==> src/logic/power_mode_defs.vh <==
// Constants for the low-power mode sequencer: register map, fields, states.
`ifndef POWER_MODE_DEFS_VH
`define POWER_MODE_DEFS_VH
// =====================================================================
// Register byte offsets.
`define OFS_CONTROL      12'h000
`define OFS_CLOCK        12'h004
`define OFS_GATE         12'h008
`define OFS_BACKUP       12'h00C
`define OFS_WATCHDOG     12'h010
`define OFS_STATUS       12'h014
// =====================================================================
// Control register fields.
`define BIT_SLEEP_EXIT   0
`define BIT_DEEP_SLEEP   1
`define BIT_EVT_PEND     2
`define BIT_POWER_DOWN_DEEP_SLEEP         3
// Clock register fields.
`define CLK_SRC_LO       0
`define CLK_SRC_HI       1
`define BIT_PLL_EN       2
`define BIT_EXT_OSC_EN   3
`define CLK_DIV_LO       4
`define CLK_DIV_HI       7
// Backup domain control fields.
`define BIT_RTC_RUN      0
`define BIT_SLOW_XTAL    1
// Watchdog start and status fields.
`define BIT_WDG_START    0
`define STAT_MODE_LO     0
`define STAT_MODE_HI     2
`define BIT_STAT_WDG     3
`define BIT_STAT_IGN     4
// =====================================================================
// Reset values and clock source codes.
`define CLK_SRC_INT      2'h0
`define CLK_DIV_RESET    4'h0
`define CTRL_RESET       4'h0
// =====================================================================
// Sequencer states.
`define ST_RUN           3'h0
`define ST_SLEEP         3'h1
`define ST_STOP_WAIT     3'h2
`define ST_STOP          3'h3
`define ST_WAKE_OSC      3'h4
`define ST_STANDBY       3'h5
`endif

==> src/logic/low_power_mode_controller.v <==
// Run, Sleep, Stop and Standby mode sequencer with an APB register slave.
`timescale 1ns/10ps
// =====================================================================
// Operation
// - Reset brings Run mode, clocks running.
// - Low supply holds the block in reset.
// - Sleep stops only the processor clock.
// - Run allows clock slowing and gating.
// - Plain wait with no options enters Sleep.
// - Sleep-on-exit enters Sleep at handler return.
// - Pins keep Run state in Sleep, Stop.
// - Wait-for-interrupt Sleep wakes on accepted interrupt.
// - Wait-for-event Sleep wakes on events, masked pending.
// - Event-mode line wakes without pending bits.
// - Deep sleep without power-down enters Stop.
// - Stop halts domain clocks, PLL, fast oscillators.
// - Pending flags make Stop entry ignored.
// - Stop waits for flash programming to finish.
// - Stop waits for peripheral bus transfer end.
// - Started watchdog runs until reset only.
// - RTC and slow crystal follow backup bits.
// - Stop exits on matching event-line kind.
// - Stop exit selects internal fast oscillator.
// - Deep sleep with power-down selects Standby.
// =====================================================================
`include "power_mode_defs.vh"

module low_power_mode_controller #(
    parameter GATES = 8
) (
    input  wire              clock,
    input  wire              reset,
    input  wire              supply_low,
    input  wire              psel,
    input  wire              penable,
    input  wire              pwrite,
    input  wire [11:0]       paddr,
    input  wire [31:0]       pwdata,
    output wire              pready,
    output wire              pslverr,
    output reg  [31:0]       prdata,
    input  wire              wait_for_interrupt,
    input  wire              wait_for_event,
    input  wire              handler_exit,
    input  wire              irq_accepted,
    input  wire              irq_pending_masked,
    input  wire              event_line_event,
    input  wire              event_line_irq,
    input  wire              event_line_pending_flags,
    input  wire              periph_irq_pending,
    input  wire              rtc_alarm_flag,
    input  wire              flash_busy,
    input  wire              apb_busy,
    input  wire              internal_fast_osc_ready,
    input  wire              watchdog_hw_option,
    output reg               cpu_clock_en,
    output reg  [GATES-1:0]  periph_clock_en,
    output reg               domain_clock_en,
    output reg  [3:0]        sys_clock_div,
    output reg  [1:0]        sys_clock_sel,
    output reg               pll_en,
    output reg               internal_fast_osc_en,
    output reg               external_fast_osc_en,
    output reg               io_hold,
    output reg               standby_req,
    output reg               cpu_resume,
    output reg               watchdog_run,
    output reg               rtc_clock_en,
    output reg               slow_crystal_en,
    output reg               supply_reset_threshold
);

    // =================================================================
    // Input synchronisers for pins from outside the clock domain.
    reg  [1:0] sup_sync_q;
    reg  [1:0] evt_sync_q;
    reg  [1:0] eirq_sync_q;
    wire       sup_low;
    wire       evt_line;
    wire       eirq_line;

    // Two flops each; only the second stage is read.
    always @(posedge clock or posedge reset) begin
        if (reset) begin
            sup_sync_q  <= 2'h3;
            evt_sync_q  <= 2'h0;
            eirq_sync_q <= 2'h0;
        end else begin
            sup_sync_q  <= {sup_sync_q[0], supply_low};
            evt_sync_q  <= {evt_sync_q[0], event_line_event};
            eirq_sync_q <= {eirq_sync_q[0], event_line_irq};
        end
    end

    assign sup_low   = sup_sync_q[1];
    assign evt_line  = evt_sync_q[1];
    assign eirq_line = eirq_sync_q[1];

    // =================================================================
    // Software registers.
    reg  [3:0]       ctrl_q;
    reg  [1:0]       clk_src_q;
    reg              pll_en_q;
    reg              ext_osc_q;
    reg  [3:0]       clk_div_q;
    reg  [GATES-1:0] gate_q;
    reg  [1:0]       backup_q;
    reg              wdg_q;
    reg              ignored_q;
    reg              strap_done_q;
    reg  [2:0]       state_q;
    reg  [2:0]       state_d;
    reg              by_event_q;
    reg              by_event_d;
    reg              armed_q;
    reg              armed_d;
    reg              resume_d;
    reg              ignore_d;
    reg              to_int_clk;

    wire setup_phase = psel & ~penable;
    wire wr_access   = psel & penable & pwrite;
    wire rd_setup    = setup_phase & ~pwrite;
    wire any_wait    = wait_for_interrupt | wait_for_event;
    wire pending_any = event_line_pending_flags | periph_irq_pending | rtc_alarm_flag;
    wire sleep_exit  = ctrl_q[`BIT_SLEEP_EXIT];
    wire deep_sleep  = ctrl_q[`BIT_DEEP_SLEEP];
    wire evt_pend    = ctrl_q[`BIT_EVT_PEND];
    wire power_down_deep_sleep        = ctrl_q[`BIT_POWER_DOWN_DEEP_SLEEP];

    // Address decode used only for the error response of reads and writes.
    function mapped;
        input [11:0] a;
        begin
            mapped = (a == `OFS_CONTROL) || (a == `OFS_CLOCK) || (a == `OFS_GATE)
                  || (a == `OFS_BACKUP) || (a == `OFS_WATCHDOG) || (a == `OFS_STATUS);
        end
    endfunction

    // Zero-wait slave; unmapped addresses answer with an error.
    assign pready  = 1'b1;
    assign pslverr = psel & penable & ~mapped(paddr);

    // =================================================================
    // Register writes. Hardware clock-source reload and the ignored
    // flag take precedence over a simultaneous software write.
    always @(posedge clock or posedge reset) begin
        if (reset) begin
            ctrl_q       <= `CTRL_RESET;
            clk_src_q    <= `CLK_SRC_INT;
            pll_en_q     <= 1'b0;
            ext_osc_q    <= 1'b0;
            clk_div_q    <= `CLK_DIV_RESET;
            gate_q       <= {GATES{1'b1}};
            backup_q     <= 2'h0;
            wdg_q        <= 1'b0;
            ignored_q    <= 1'b0;
            strap_done_q <= 1'b0;
        end else if (sup_low) begin
            ctrl_q       <= `CTRL_RESET;
            clk_src_q    <= `CLK_SRC_INT;
            pll_en_q     <= 1'b0;
            ext_osc_q    <= 1'b0;
            clk_div_q    <= `CLK_DIV_RESET;
            gate_q       <= {GATES{1'b1}};
            backup_q     <= 2'h0;
            wdg_q        <= 1'b0;
            ignored_q    <= 1'b0;
            strap_done_q <= 1'b0;
        end else begin
            // The strap is caught once, on the first edge after release.
            strap_done_q <= 1'b1;
            if (!strap_done_q && watchdog_hw_option) begin
                wdg_q <= 1'b1;
            end
            if (wr_access) begin
                if (paddr == `OFS_CONTROL) begin
                    ctrl_q <= pwdata[`BIT_POWER_DOWN_DEEP_SLEEP:`BIT_SLEEP_EXIT];
                end else if (paddr == `OFS_CLOCK) begin
                    clk_src_q <= pwdata[`CLK_SRC_HI:`CLK_SRC_LO];
                    pll_en_q  <= pwdata[`BIT_PLL_EN];
                    ext_osc_q <= pwdata[`BIT_EXT_OSC_EN];
                    clk_div_q <= pwdata[`CLK_DIV_HI:`CLK_DIV_LO];
                end else if (paddr == `OFS_GATE) begin
                    gate_q <= pwdata[GATES-1:0];
                end else if (paddr == `OFS_BACKUP) begin
                    backup_q <= pwdata[`BIT_SLOW_XTAL:`BIT_RTC_RUN];
                end else if (paddr == `OFS_WATCHDOG) begin
                    if (pwdata[`BIT_WDG_START]) begin
                        wdg_q <= 1'b1;
                    end
                end else if (paddr == `OFS_STATUS) begin
                    if (pwdata[`BIT_STAT_IGN]) begin
                        ignored_q <= 1'b0;
                    end
                end
            end
            if (ignore_d) begin
                ignored_q <= 1'b1;
            end
            // Stop exit must land on the internal oscillator.
            if (to_int_clk) begin
                clk_src_q <= `CLK_SRC_INT;
                pll_en_q  <= 1'b0;
                ext_osc_q <= 1'b0;
            end
        end
    end

    // =================================================================
    // Read data is captured in the setup cycle so it stands registered
    // throughout the access cycle.
    always @(posedge clock or posedge reset) begin
        if (reset) begin
            prdata <= 32'h00000000;
        end else if (rd_setup) begin
            prdata <= 32'h00000000;
            if (paddr == `OFS_CONTROL) begin
                prdata[`BIT_POWER_DOWN_DEEP_SLEEP:`BIT_SLEEP_EXIT] <= ctrl_q;
            end else if (paddr == `OFS_CLOCK) begin
                prdata[`CLK_SRC_HI:`CLK_SRC_LO] <= clk_src_q;
                prdata[`BIT_PLL_EN]             <= pll_en_q;
                prdata[`BIT_EXT_OSC_EN]         <= ext_osc_q;
                prdata[`CLK_DIV_HI:`CLK_DIV_LO] <= clk_div_q;
            end else if (paddr == `OFS_GATE) begin
                prdata[GATES-1:0] <= gate_q;
            end else if (paddr == `OFS_BACKUP) begin
                prdata[`BIT_SLOW_XTAL:`BIT_RTC_RUN] <= backup_q;
            end else if (paddr == `OFS_WATCHDOG) begin
                prdata[`BIT_WDG_START] <= wdg_q;
            end else if (paddr == `OFS_STATUS) begin
                prdata[`STAT_MODE_HI:`STAT_MODE_LO] <= state_q;
                prdata[`BIT_STAT_WDG]               <= wdg_q;
                prdata[`BIT_STAT_IGN]               <= ignored_q;
            end
        end
    end

    // =================================================================
    // Mode sequencer next-state logic.
    always @* begin
        state_d    = state_q;
        by_event_d = by_event_q;
        armed_d    = armed_q;
        resume_d   = 1'b0;
        ignore_d   = 1'b0;
        to_int_clk = 1'b0;
        case (state_q)
            `ST_RUN: begin
                if (any_wait && deep_sleep && power_down_deep_sleep) begin
                    state_d = `ST_STANDBY;
                end else if (any_wait && deep_sleep) begin
                    by_event_d = wait_for_event & ~wait_for_interrupt;
                    if (pending_any) begin
                        ignore_d = 1'b1;
                    end else begin
                        state_d = `ST_STOP_WAIT;
                    end
                end else if (any_wait && !sleep_exit) begin
                    by_event_d = wait_for_event & ~wait_for_interrupt;
                    state_d    = `ST_SLEEP;
                end else if (wait_for_interrupt && sleep_exit) begin
                    armed_d = 1'b1;
                end else if (armed_q && handler_exit && !deep_sleep) begin
                    armed_d    = 1'b0;
                    by_event_d = 1'b0;
                    state_d    = `ST_SLEEP;
                end
            end
            `ST_SLEEP: begin
                // Wake is taken combinationally, so no latency is added.
                if (!by_event_q && irq_accepted) begin
                    state_d  = `ST_RUN;
                    resume_d = 1'b1;
                end else if (by_event_q
                             && (evt_line || (evt_pend && irq_pending_masked))) begin
                    state_d  = `ST_RUN;
                    resume_d = 1'b1;
                end
            end
            `ST_STOP_WAIT: begin
                // Flags are checked every cycle of the wait, not only once.
                if (pending_any) begin
                    state_d  = `ST_RUN;
                    ignore_d = 1'b1;
                    resume_d = 1'b1;
                end else if (!flash_busy && !apb_busy) begin
                    state_d = `ST_STOP;
                end
            end
            `ST_STOP: begin
                if ((!by_event_q && eirq_line) || (by_event_q && evt_line)) begin
                    state_d    = `ST_WAKE_OSC;
                    to_int_clk = 1'b1;
                end
            end
            `ST_WAKE_OSC: begin
                // Latency is the oscillator start-up time.
                if (internal_fast_osc_ready) begin
                    state_d  = `ST_RUN;
                    resume_d = 1'b1;
                end
            end
            `ST_STANDBY: begin
                state_d = `ST_STANDBY;
            end
            default: begin
                state_d = `ST_RUN;
            end
        endcase
    end

    // Sequencer state; the low-supply hold returns it to Run like reset.
    always @(posedge clock or posedge reset) begin
        if (reset) begin
            state_q    <= `ST_RUN;
            by_event_q <= 1'b0;
            armed_q    <= 1'b0;
            cpu_resume <= 1'b0;
        end else if (sup_low) begin
            state_q    <= `ST_RUN;
            by_event_q <= 1'b0;
            armed_q    <= 1'b0;
            cpu_resume <= 1'b0;
        end else begin
            state_q    <= state_d;
            by_event_q <= by_event_d;
            armed_q    <= armed_d;
            cpu_resume <= resume_d;
        end
    end

    // =================================================================
    // Clock, oscillator and pin-hold outputs, registered from state.
    always @(posedge clock or posedge reset) begin
        if (reset) begin
            cpu_clock_en           <= 1'b1;
            periph_clock_en        <= {GATES{1'b1}};
            domain_clock_en        <= 1'b1;
            sys_clock_div          <= `CLK_DIV_RESET;
            sys_clock_sel          <= `CLK_SRC_INT;
            pll_en                 <= 1'b0;
            internal_fast_osc_en   <= 1'b1;
            external_fast_osc_en   <= 1'b0;
            io_hold                <= 1'b0;
            standby_req            <= 1'b0;
            watchdog_run           <= 1'b0;
            rtc_clock_en           <= 1'b0;
            slow_crystal_en        <= 1'b0;
            supply_reset_threshold <= 1'b1;
        end else begin
            supply_reset_threshold <= sup_low;
            watchdog_run           <= wdg_q;
            rtc_clock_en           <= backup_q[`BIT_RTC_RUN];
            slow_crystal_en        <= backup_q[`BIT_SLOW_XTAL];
            sys_clock_div          <= clk_div_q;
            sys_clock_sel          <= to_int_clk ? `CLK_SRC_INT : clk_src_q;
            standby_req            <= (state_d == `ST_STANDBY);
            // Pins are frozen in their Run state in Sleep and Stop only.
            io_hold <= (state_d == `ST_SLEEP) || (state_d == `ST_STOP);
            if (state_d == `ST_STOP || state_d == `ST_STANDBY) begin
                cpu_clock_en         <= 1'b0;
                periph_clock_en      <= {GATES{1'b0}};
                domain_clock_en      <= 1'b0;
                pll_en               <= 1'b0;
                internal_fast_osc_en <= 1'b0;
                external_fast_osc_en <= 1'b0;
            end else if (state_d == `ST_WAKE_OSC) begin
                cpu_clock_en         <= 1'b0;
                periph_clock_en      <= {GATES{1'b0}};
                domain_clock_en      <= 1'b0;
                pll_en               <= 1'b0;
                internal_fast_osc_en <= 1'b1;
                external_fast_osc_en <= 1'b0;
            end else begin
                // Sleep drops only the processor clock.
                cpu_clock_en         <= (state_d != `ST_SLEEP);
                periph_clock_en      <= gate_q;
                domain_clock_en      <= 1'b1;
                pll_en               <= pll_en_q & ~to_int_clk;
                internal_fast_osc_en <= 1'b1;
                external_fast_osc_en <= ext_osc_q & ~to_int_clk;
            end
        end
    end

endmodule

==> config.mk <==
export PLATFORM = sky130hd
export DESIGN_NAME = low_power_mode_controller
export DESIGN_NICKNAME = d
export VERILOG_FILES = /design/src/logic/low_power_mode_controller.v
export VERILOG_INCLUDE_DIRS = /design/src /design/src/logic
export SDC_FILE = /design/constraint.sdc
export NUM_CORES = 1
export LEC_CHECK = 0
export BUFFER_PORTS_ARGS = -buffer_cell sky130_fd_sc_hd__clkbuf_2
export CAP_MARGIN = 20
export CORE_MARGIN = 2
export CORE_UTILIZATION = 30
export CTS_CLUSTER_SIZE = 20
export DETAILED_ROUTE_END_ITERATION = 8
export PLACE_DENSITY = 0.51
export SYNTH_ARGS = -nofsm -noshare
export SYNTH_HDL_FRONTEND = slang
export SYNTH_SLANG_ARGS = --single-unit
==> constraint.sdc <==
create_clock -name clock -period 2.35 [get_ports clock]
set_input_delay 0.235 -clock clock [delete_from_list [all_inputs] [get_ports clock]]
set_output_delay 0.235 -clock clock [all_outputs]
set_load 0.005 [all_outputs]
; Word-level counts from Yosys, hierarchy flattened
; Index checks and enable logic that the tools add are counted.
[totals]
out_inout_bits = 60
word_cells = 240
ff_bits = 70
[op_classes]
reduce_logical = 51
n_bitwise = 16
n_eq_ne = 28
muxes = 113
[op_table]
columns = operator, n
row1 = $mux 8, 8
row2 = $mux 1, 62
row3 = $mux 3, 15
row4 = $mux 4, 10
row5 = $mux 2, 13
row6 = $eq 12x4->1 const B, 2
row7 = $eq 12x5->1 const B, 2
row8 = $ne 3x3->1 const B, 6
row9 = $pmux 3 s6, 1
row10 = $reduce_bool 3->1, 6
row11 = $logic_and 1x1->1, 13
row12 = $eq 12x3->1 const B, 1
row13 = $eq 3x3->1 const B, 4
row14 = $logic_not 12->1, 1
row15 = $ne 2x2->1 const B, 6
row16 = $reduce_bool 2->1, 6
row17 = $mux 5, 2
row18 = $reduce_and 5->1, 2
row19 = $eq 3x2->1 const B, 3
row20 = $logic_or 1x1->1, 9
row21 = $and 1x1->1, 8
row22 = $reduce_and 4->1, 2
row23 = $reduce_and 8->1, 1
row24 = $eq 3x1->1 const B, 2
row25 = other kinds (11), 23

; Longest topological paths before layout
[depth]
word_depth = 11
ltp_mapped = 7
ltp_nobuf = 5

; Least setup slack after synthesis
; OpenSTA, ideal clock, no wires.
[synth_path]
path_type = input port to flip-flop
from = input port paddr[10]
to = register clk_src_q[0]
arrival_time_ns = 1.556
slack_ns = 0.660
path_stages = 6
cell_sequence = nor4_1 > nand3_1 > buf_6 > nor4_4 > mux2i_1 > nor2_1
[synth_between]
elab_chain_cells = 3
elab_cells_between_ends = 5
classes_between = eq/ne (2) / reduce/logical (3)
[synth_rtl]
columns = element, line
row1 = "start, declared", low_power_mode_controller.v:37  ; input wire [11:0] paddr,
row2 = $eq 12x3->1 (no source line) / $logic_not 12->1 (equally long branches), --
row3 = $reduce_bool 3->1 (no source line) / $ne 3x3->1 (equally long branches), --
row4 = $reduce_and 3->1 (no source line) *, --
row5 = "end signal, assigned", low_power_mode_controller.v:150  ; clk_src_q <= `CLK_SRC_INT;
row6 = "end signal, assigned", low_power_mode_controller.v:161  ; clk_src_q <= `CLK_SRC_INT;
row7 = "end signal, assigned", low_power_mode_controller.v:180  ; clk_src_q <= pwdata[`CLK_SRC_HI:`CLK_SRC_LO];
row8 = "end, declared", low_power_mode_controller.v:102  ; reg [1:0] clk_src_q;
; Mark *: on every way between the ends. The rest lies on a longest branch, timed or not.
; A chain may end at the register's enable or synchronous reset.

; Worst setup path after layout
[layout_path]
from = register state_q[0]
to = register io_hold
[layout_between]
elab_chain_cells = 8
elab_cells_between_ends = 22
classes_between = eq/ne (7) / mux (13) / reduce/logical (2)
[layout_rtl]
columns = element, line
row1 = "start, declared", low_power_mode_controller.v:111  ; reg [2:0] state_q;
row2 = "start signal, assigned", low_power_mode_controller.v:316  ; state_q <= `ST_RUN;
row3 = "start signal, assigned", low_power_mode_controller.v:321  ; state_q <= `ST_RUN;
row4 = "start signal, assigned", low_power_mode_controller.v:326  ; state_q <= state_d;
row5 = $mux 3, low_power_mode_controller.v:264  ; end else if (armed_q && handler_exit && !deep_sleep) begin
row6 = $mux 3, low_power_mode_controller.v:262  ; end else if (wait_for_interrupt && sleep_exit) begin
row7 = $mux 3, low_power_mode_controller.v:259  ; end else if (any_wait && !sleep_exit) begin
row8 = $mux 3, low_power_mode_controller.v:252  ; end else if (any_wait && deep_sleep) begin
row9 = $mux 3, low_power_mode_controller.v:250  ; if (any_wait && deep_sleep && power_down_deep_sleep) begin
row10 = $pmux 3 s6 *, low_power_mode_controller.v:248  ; case (state_q)
row11 = $eq 3x1->1 (no source line) / $eq 3x2->1 (equally long branches), --
row12 = $logic_or 1x1->1 *, low_power_mode_controller.v:360  ; io_hold <= (state_d == `ST_SLEEP) || (state_d == `ST_STOP);
row13 = "end signal, assigned", low_power_mode_controller.v:360
row14 = "end, declared", low_power_mode_controller.v:64  ; output reg io_hold,
; Marked as above.

==> impl_metrics.ini <==
[synthesis]
synth_edf_count = 0
yosysWarnings = 0
async_flop_share_pct = 100.0
synthFlopType = dfrtp_1
syn_inst = 302
synth_cell_types = 40
syn-cell-area_mm2 = 0.003224
ys_seq_elements = 70
yosysSeqAreaShare_pct = 55.18
syn_avg_cell_area_um2 = 10.68

[timing]
period_minus_slack_ps = 1810
hold_violations = 0
setup_slack_ps = 540.3
fin_hold_ws_ps = 115.5
setup_viol = 0
slew_headroom_pct = 64.18
fin_skew_ps = 9.870
worst_pin_slew_ps = 531.7
finalSetupTns_ps = 0
clock.fmax_mhz = 552.6
rsz0062_at_grt = false
finalMaxSlewViolations = 0
finalCritPeriodShare_pct = 77.01

[grt]
grt_overflow_total = 0
grt_max_degree = 71
antenna_found_initial = 0
gr-usage-all-layers_pct = 13.80
grt_pass1_vias = 2410
grt_pass1_wl_um = 12170

[clock_tree]
htreeDepth = 3
cts_setup_buffers = 0
clockBufferDepth = 2
cts-root-buf = clkbuf_8
clock-sinks = 70
clkTransAtPathRegs_ps = 80
cts_buffers = 9
hold_buffers = 4
ctsResizeCount = 0
cts_tree = built
clkLatencyLatePin_ps = 350

[layout]
areaGrowthSynthToFinish_pct = 21.73
diodes = 0
drive_above_1_share_pct = 33.42
stdcell_area_mm2 = 0.003925
fin_nets = 448

[power_and_ir_drop]
p_per_area_mw_per_mm2 = 614.8
power_leakage_uw = 0.001807
switchingPower_uw = 594.7
pwr-share-comb_pct = 7.2
swShare_pct = 24.65
clockPowerShare_pct = 41.3
power.share.sequential_pct = 51.5
ir_drop_mv = 0.2028
internal-power_uw = 1818

[place]
detailedPlace.worstSlack_ps = 563.3
port_buffers = 74
post_dp_cell_area_mm2 = 0.003677
globalplace.congestion = 0.8127
dp_hpwl_um = 5502

[floorplan]
rows = 37
fp.dieW_um = 107.7
initial_core_util_pct = 31.09
die_h_um = 107.7
ios = 124
core_mm2 = 0.01037
die_area_mm2 = 0.01159

[worst_setup_path]
critPathRequiredTime_ps = 2640
critPathSlowestCell = dfrtp_1
path_class = reg2reg
path_buf_inv = 0
crit_chain = nor3_1, nand3_1, o221ai_1, and3_1
endpoint_kind = flop
arrival_ps = 2100
slowest_delay_ps = 550
crit_fanout = 15
worst_setup_path_start_kind = flop
cp_top_family = simple AND/OR/NAND/NOR gates

[routing]
routed_wl_um = 7513
drc = 0
routedWlPerCell_um = 14.31
vias = 2452
postRouteAntennaNets = 0
drt_iter0_drc = 103
vias_per_cell = 4.670
dr.pass1.iters = 6

[job]
cap_viol_max_count = 0

[status]
status = finished clean

[min_path]
hold_class = in2reg
## cells in the final DEF (no fill, tap or decap), types with 4 or more instances in the layout
| master | count |
|---|---|
| a21oi_1 | 18 |
| inv_1 | 5 |
| nor2b_1 | 7 |
| o21ai_0 | 13 |
| nand3_1 | 5 |
| conb_1 | 25 |
| dfstp_2 | 22 |
| and3_1 | 12 |
| clkbuf_2 | 74 |
| mux2i_1 | 20 |
| nand2_1 | 15 |
| a22oi_1 | 7 |
| buf_4 | 9 |
| nor3_1 | 15 |
| clkbuf_8 | 10 |
| dfrtp_1 | 48 |
| dlygate4sd3_1 | 4 |
| nor2_1 | 36 |
## state kept, by name, summed over array words and instances, names as in the netlist, 2 cells and up
name / flops
state_q: 3
gate_q: 8
clk_src_q: 2
sup_sync_q: 2
prdata: 8
eirq_sync_q: 2
ctrl_q: 4
sys_clock_div: 4
evt_sync_q: 2
clk_div_q: 4
backup_q: 2
periph_clock_en: 8
sys_clock_sel: 2
## cell usage after synthesis (5+ instances only)
cell	count	area share [%]
dfrtp_1	48	37
nor2_1	36	4.2
buf_4	27	6.3
dfstp_2	22	18
mux2i_1	20	6.2
a21oi_1	18	2.8
nand2_1	15	1.7
nor3_1	15	2.3
o21ai_0	13	2.0
and3_1	12	2.3
clkbuf_1	10	1.2
a22oi_1	7	1.6
nor2b_1	7	1.4
inv_1	6	0.70
nand3_1	5	0.78
## routing by layer
metal	share of wire (%)	track usage (%)	vias up
met4	1.8	6.777	0
met2	46	20.75	80
met5	0	0	-
met3	5.7	3.087	11
li1	-	-	1171
met1	47	18.73	1190
## kinds of logic (layout without fill, tap and decap cells)
family	count (synthesis)	count (layout)	synth area share, %
multiplexers	22	22	7.606
other	2	25	0.2329
AND/OR/NAND/NOR	109	109	18.16
AO/OA/AOI/OAI	53	53	10.01
buffers and inverters	46	110	8.809
flip-flops	70	70	55.18
## power groups by stage
stage / Combinational (µW) / Clock, µW / Sequential (µW)
2_1_floorplan: 132 / 0 / 1260
3_5_place_dp: 173 / 0 / 1260
3_3_place_gp: 171 / 0 / 1260
6_report: 175 / 996 / 1240
5_1_grt: 199 / 1070 / 1240
4_1_cts: 178 / 1020 / 1240
## path summary, 6_finish.rpt
kind,start,to,slack [ps],cells past startpoint
min,pwdata[5],gate_q[5],120,3
min reg2reg,eirq_sync_q[0],eirq_sync_q[1],350,0
max reg2reg,state_q[0],io_hold,540,4
max,state_q[0],io_hold,540,4
min in group asynchronous,reset,standby_req,490,4
max in group asynchronous,reset,gate_q[0],1530,4
## final cells by class
| cell class | instances | area (µm²) |
|---|---|---|
| Clock inverter | 6 | 70.07 |
| Multi-Input combinational cell | 209 | 1247 |
| Sequential cell | 70 | 1779 |
| Tap cell | 136 | 170.2 |
| Fill cell | 1072 | 6445 |
| Clock buffer | 10 | 137.6 |
| Timing Repair Buffer | 88 | 498.0 |
| Inverter | 6 | 22.52 |
## per-stage QoR
step | total power (µW) | util [%] | instances
after floorplan | 1388 | - | 325
after global placement | 1435 | 35.46 | 505
after detailed placement | 1437 | 35.46 | 505
after CTS | 2443 | 37.85 | 525
after global routing | 2511 | 37.85 | 525
final | 2413 | 37.85 | 525
## tightest hold or removal path: cells and delay by family
family	cells	cell delay (ps)
buffers and inverters	1	90
and+or+nand+nor	1	80
AOI/OAI and AO/OA	1	70
Note: power is estimated with default switching activity, not from simulation.
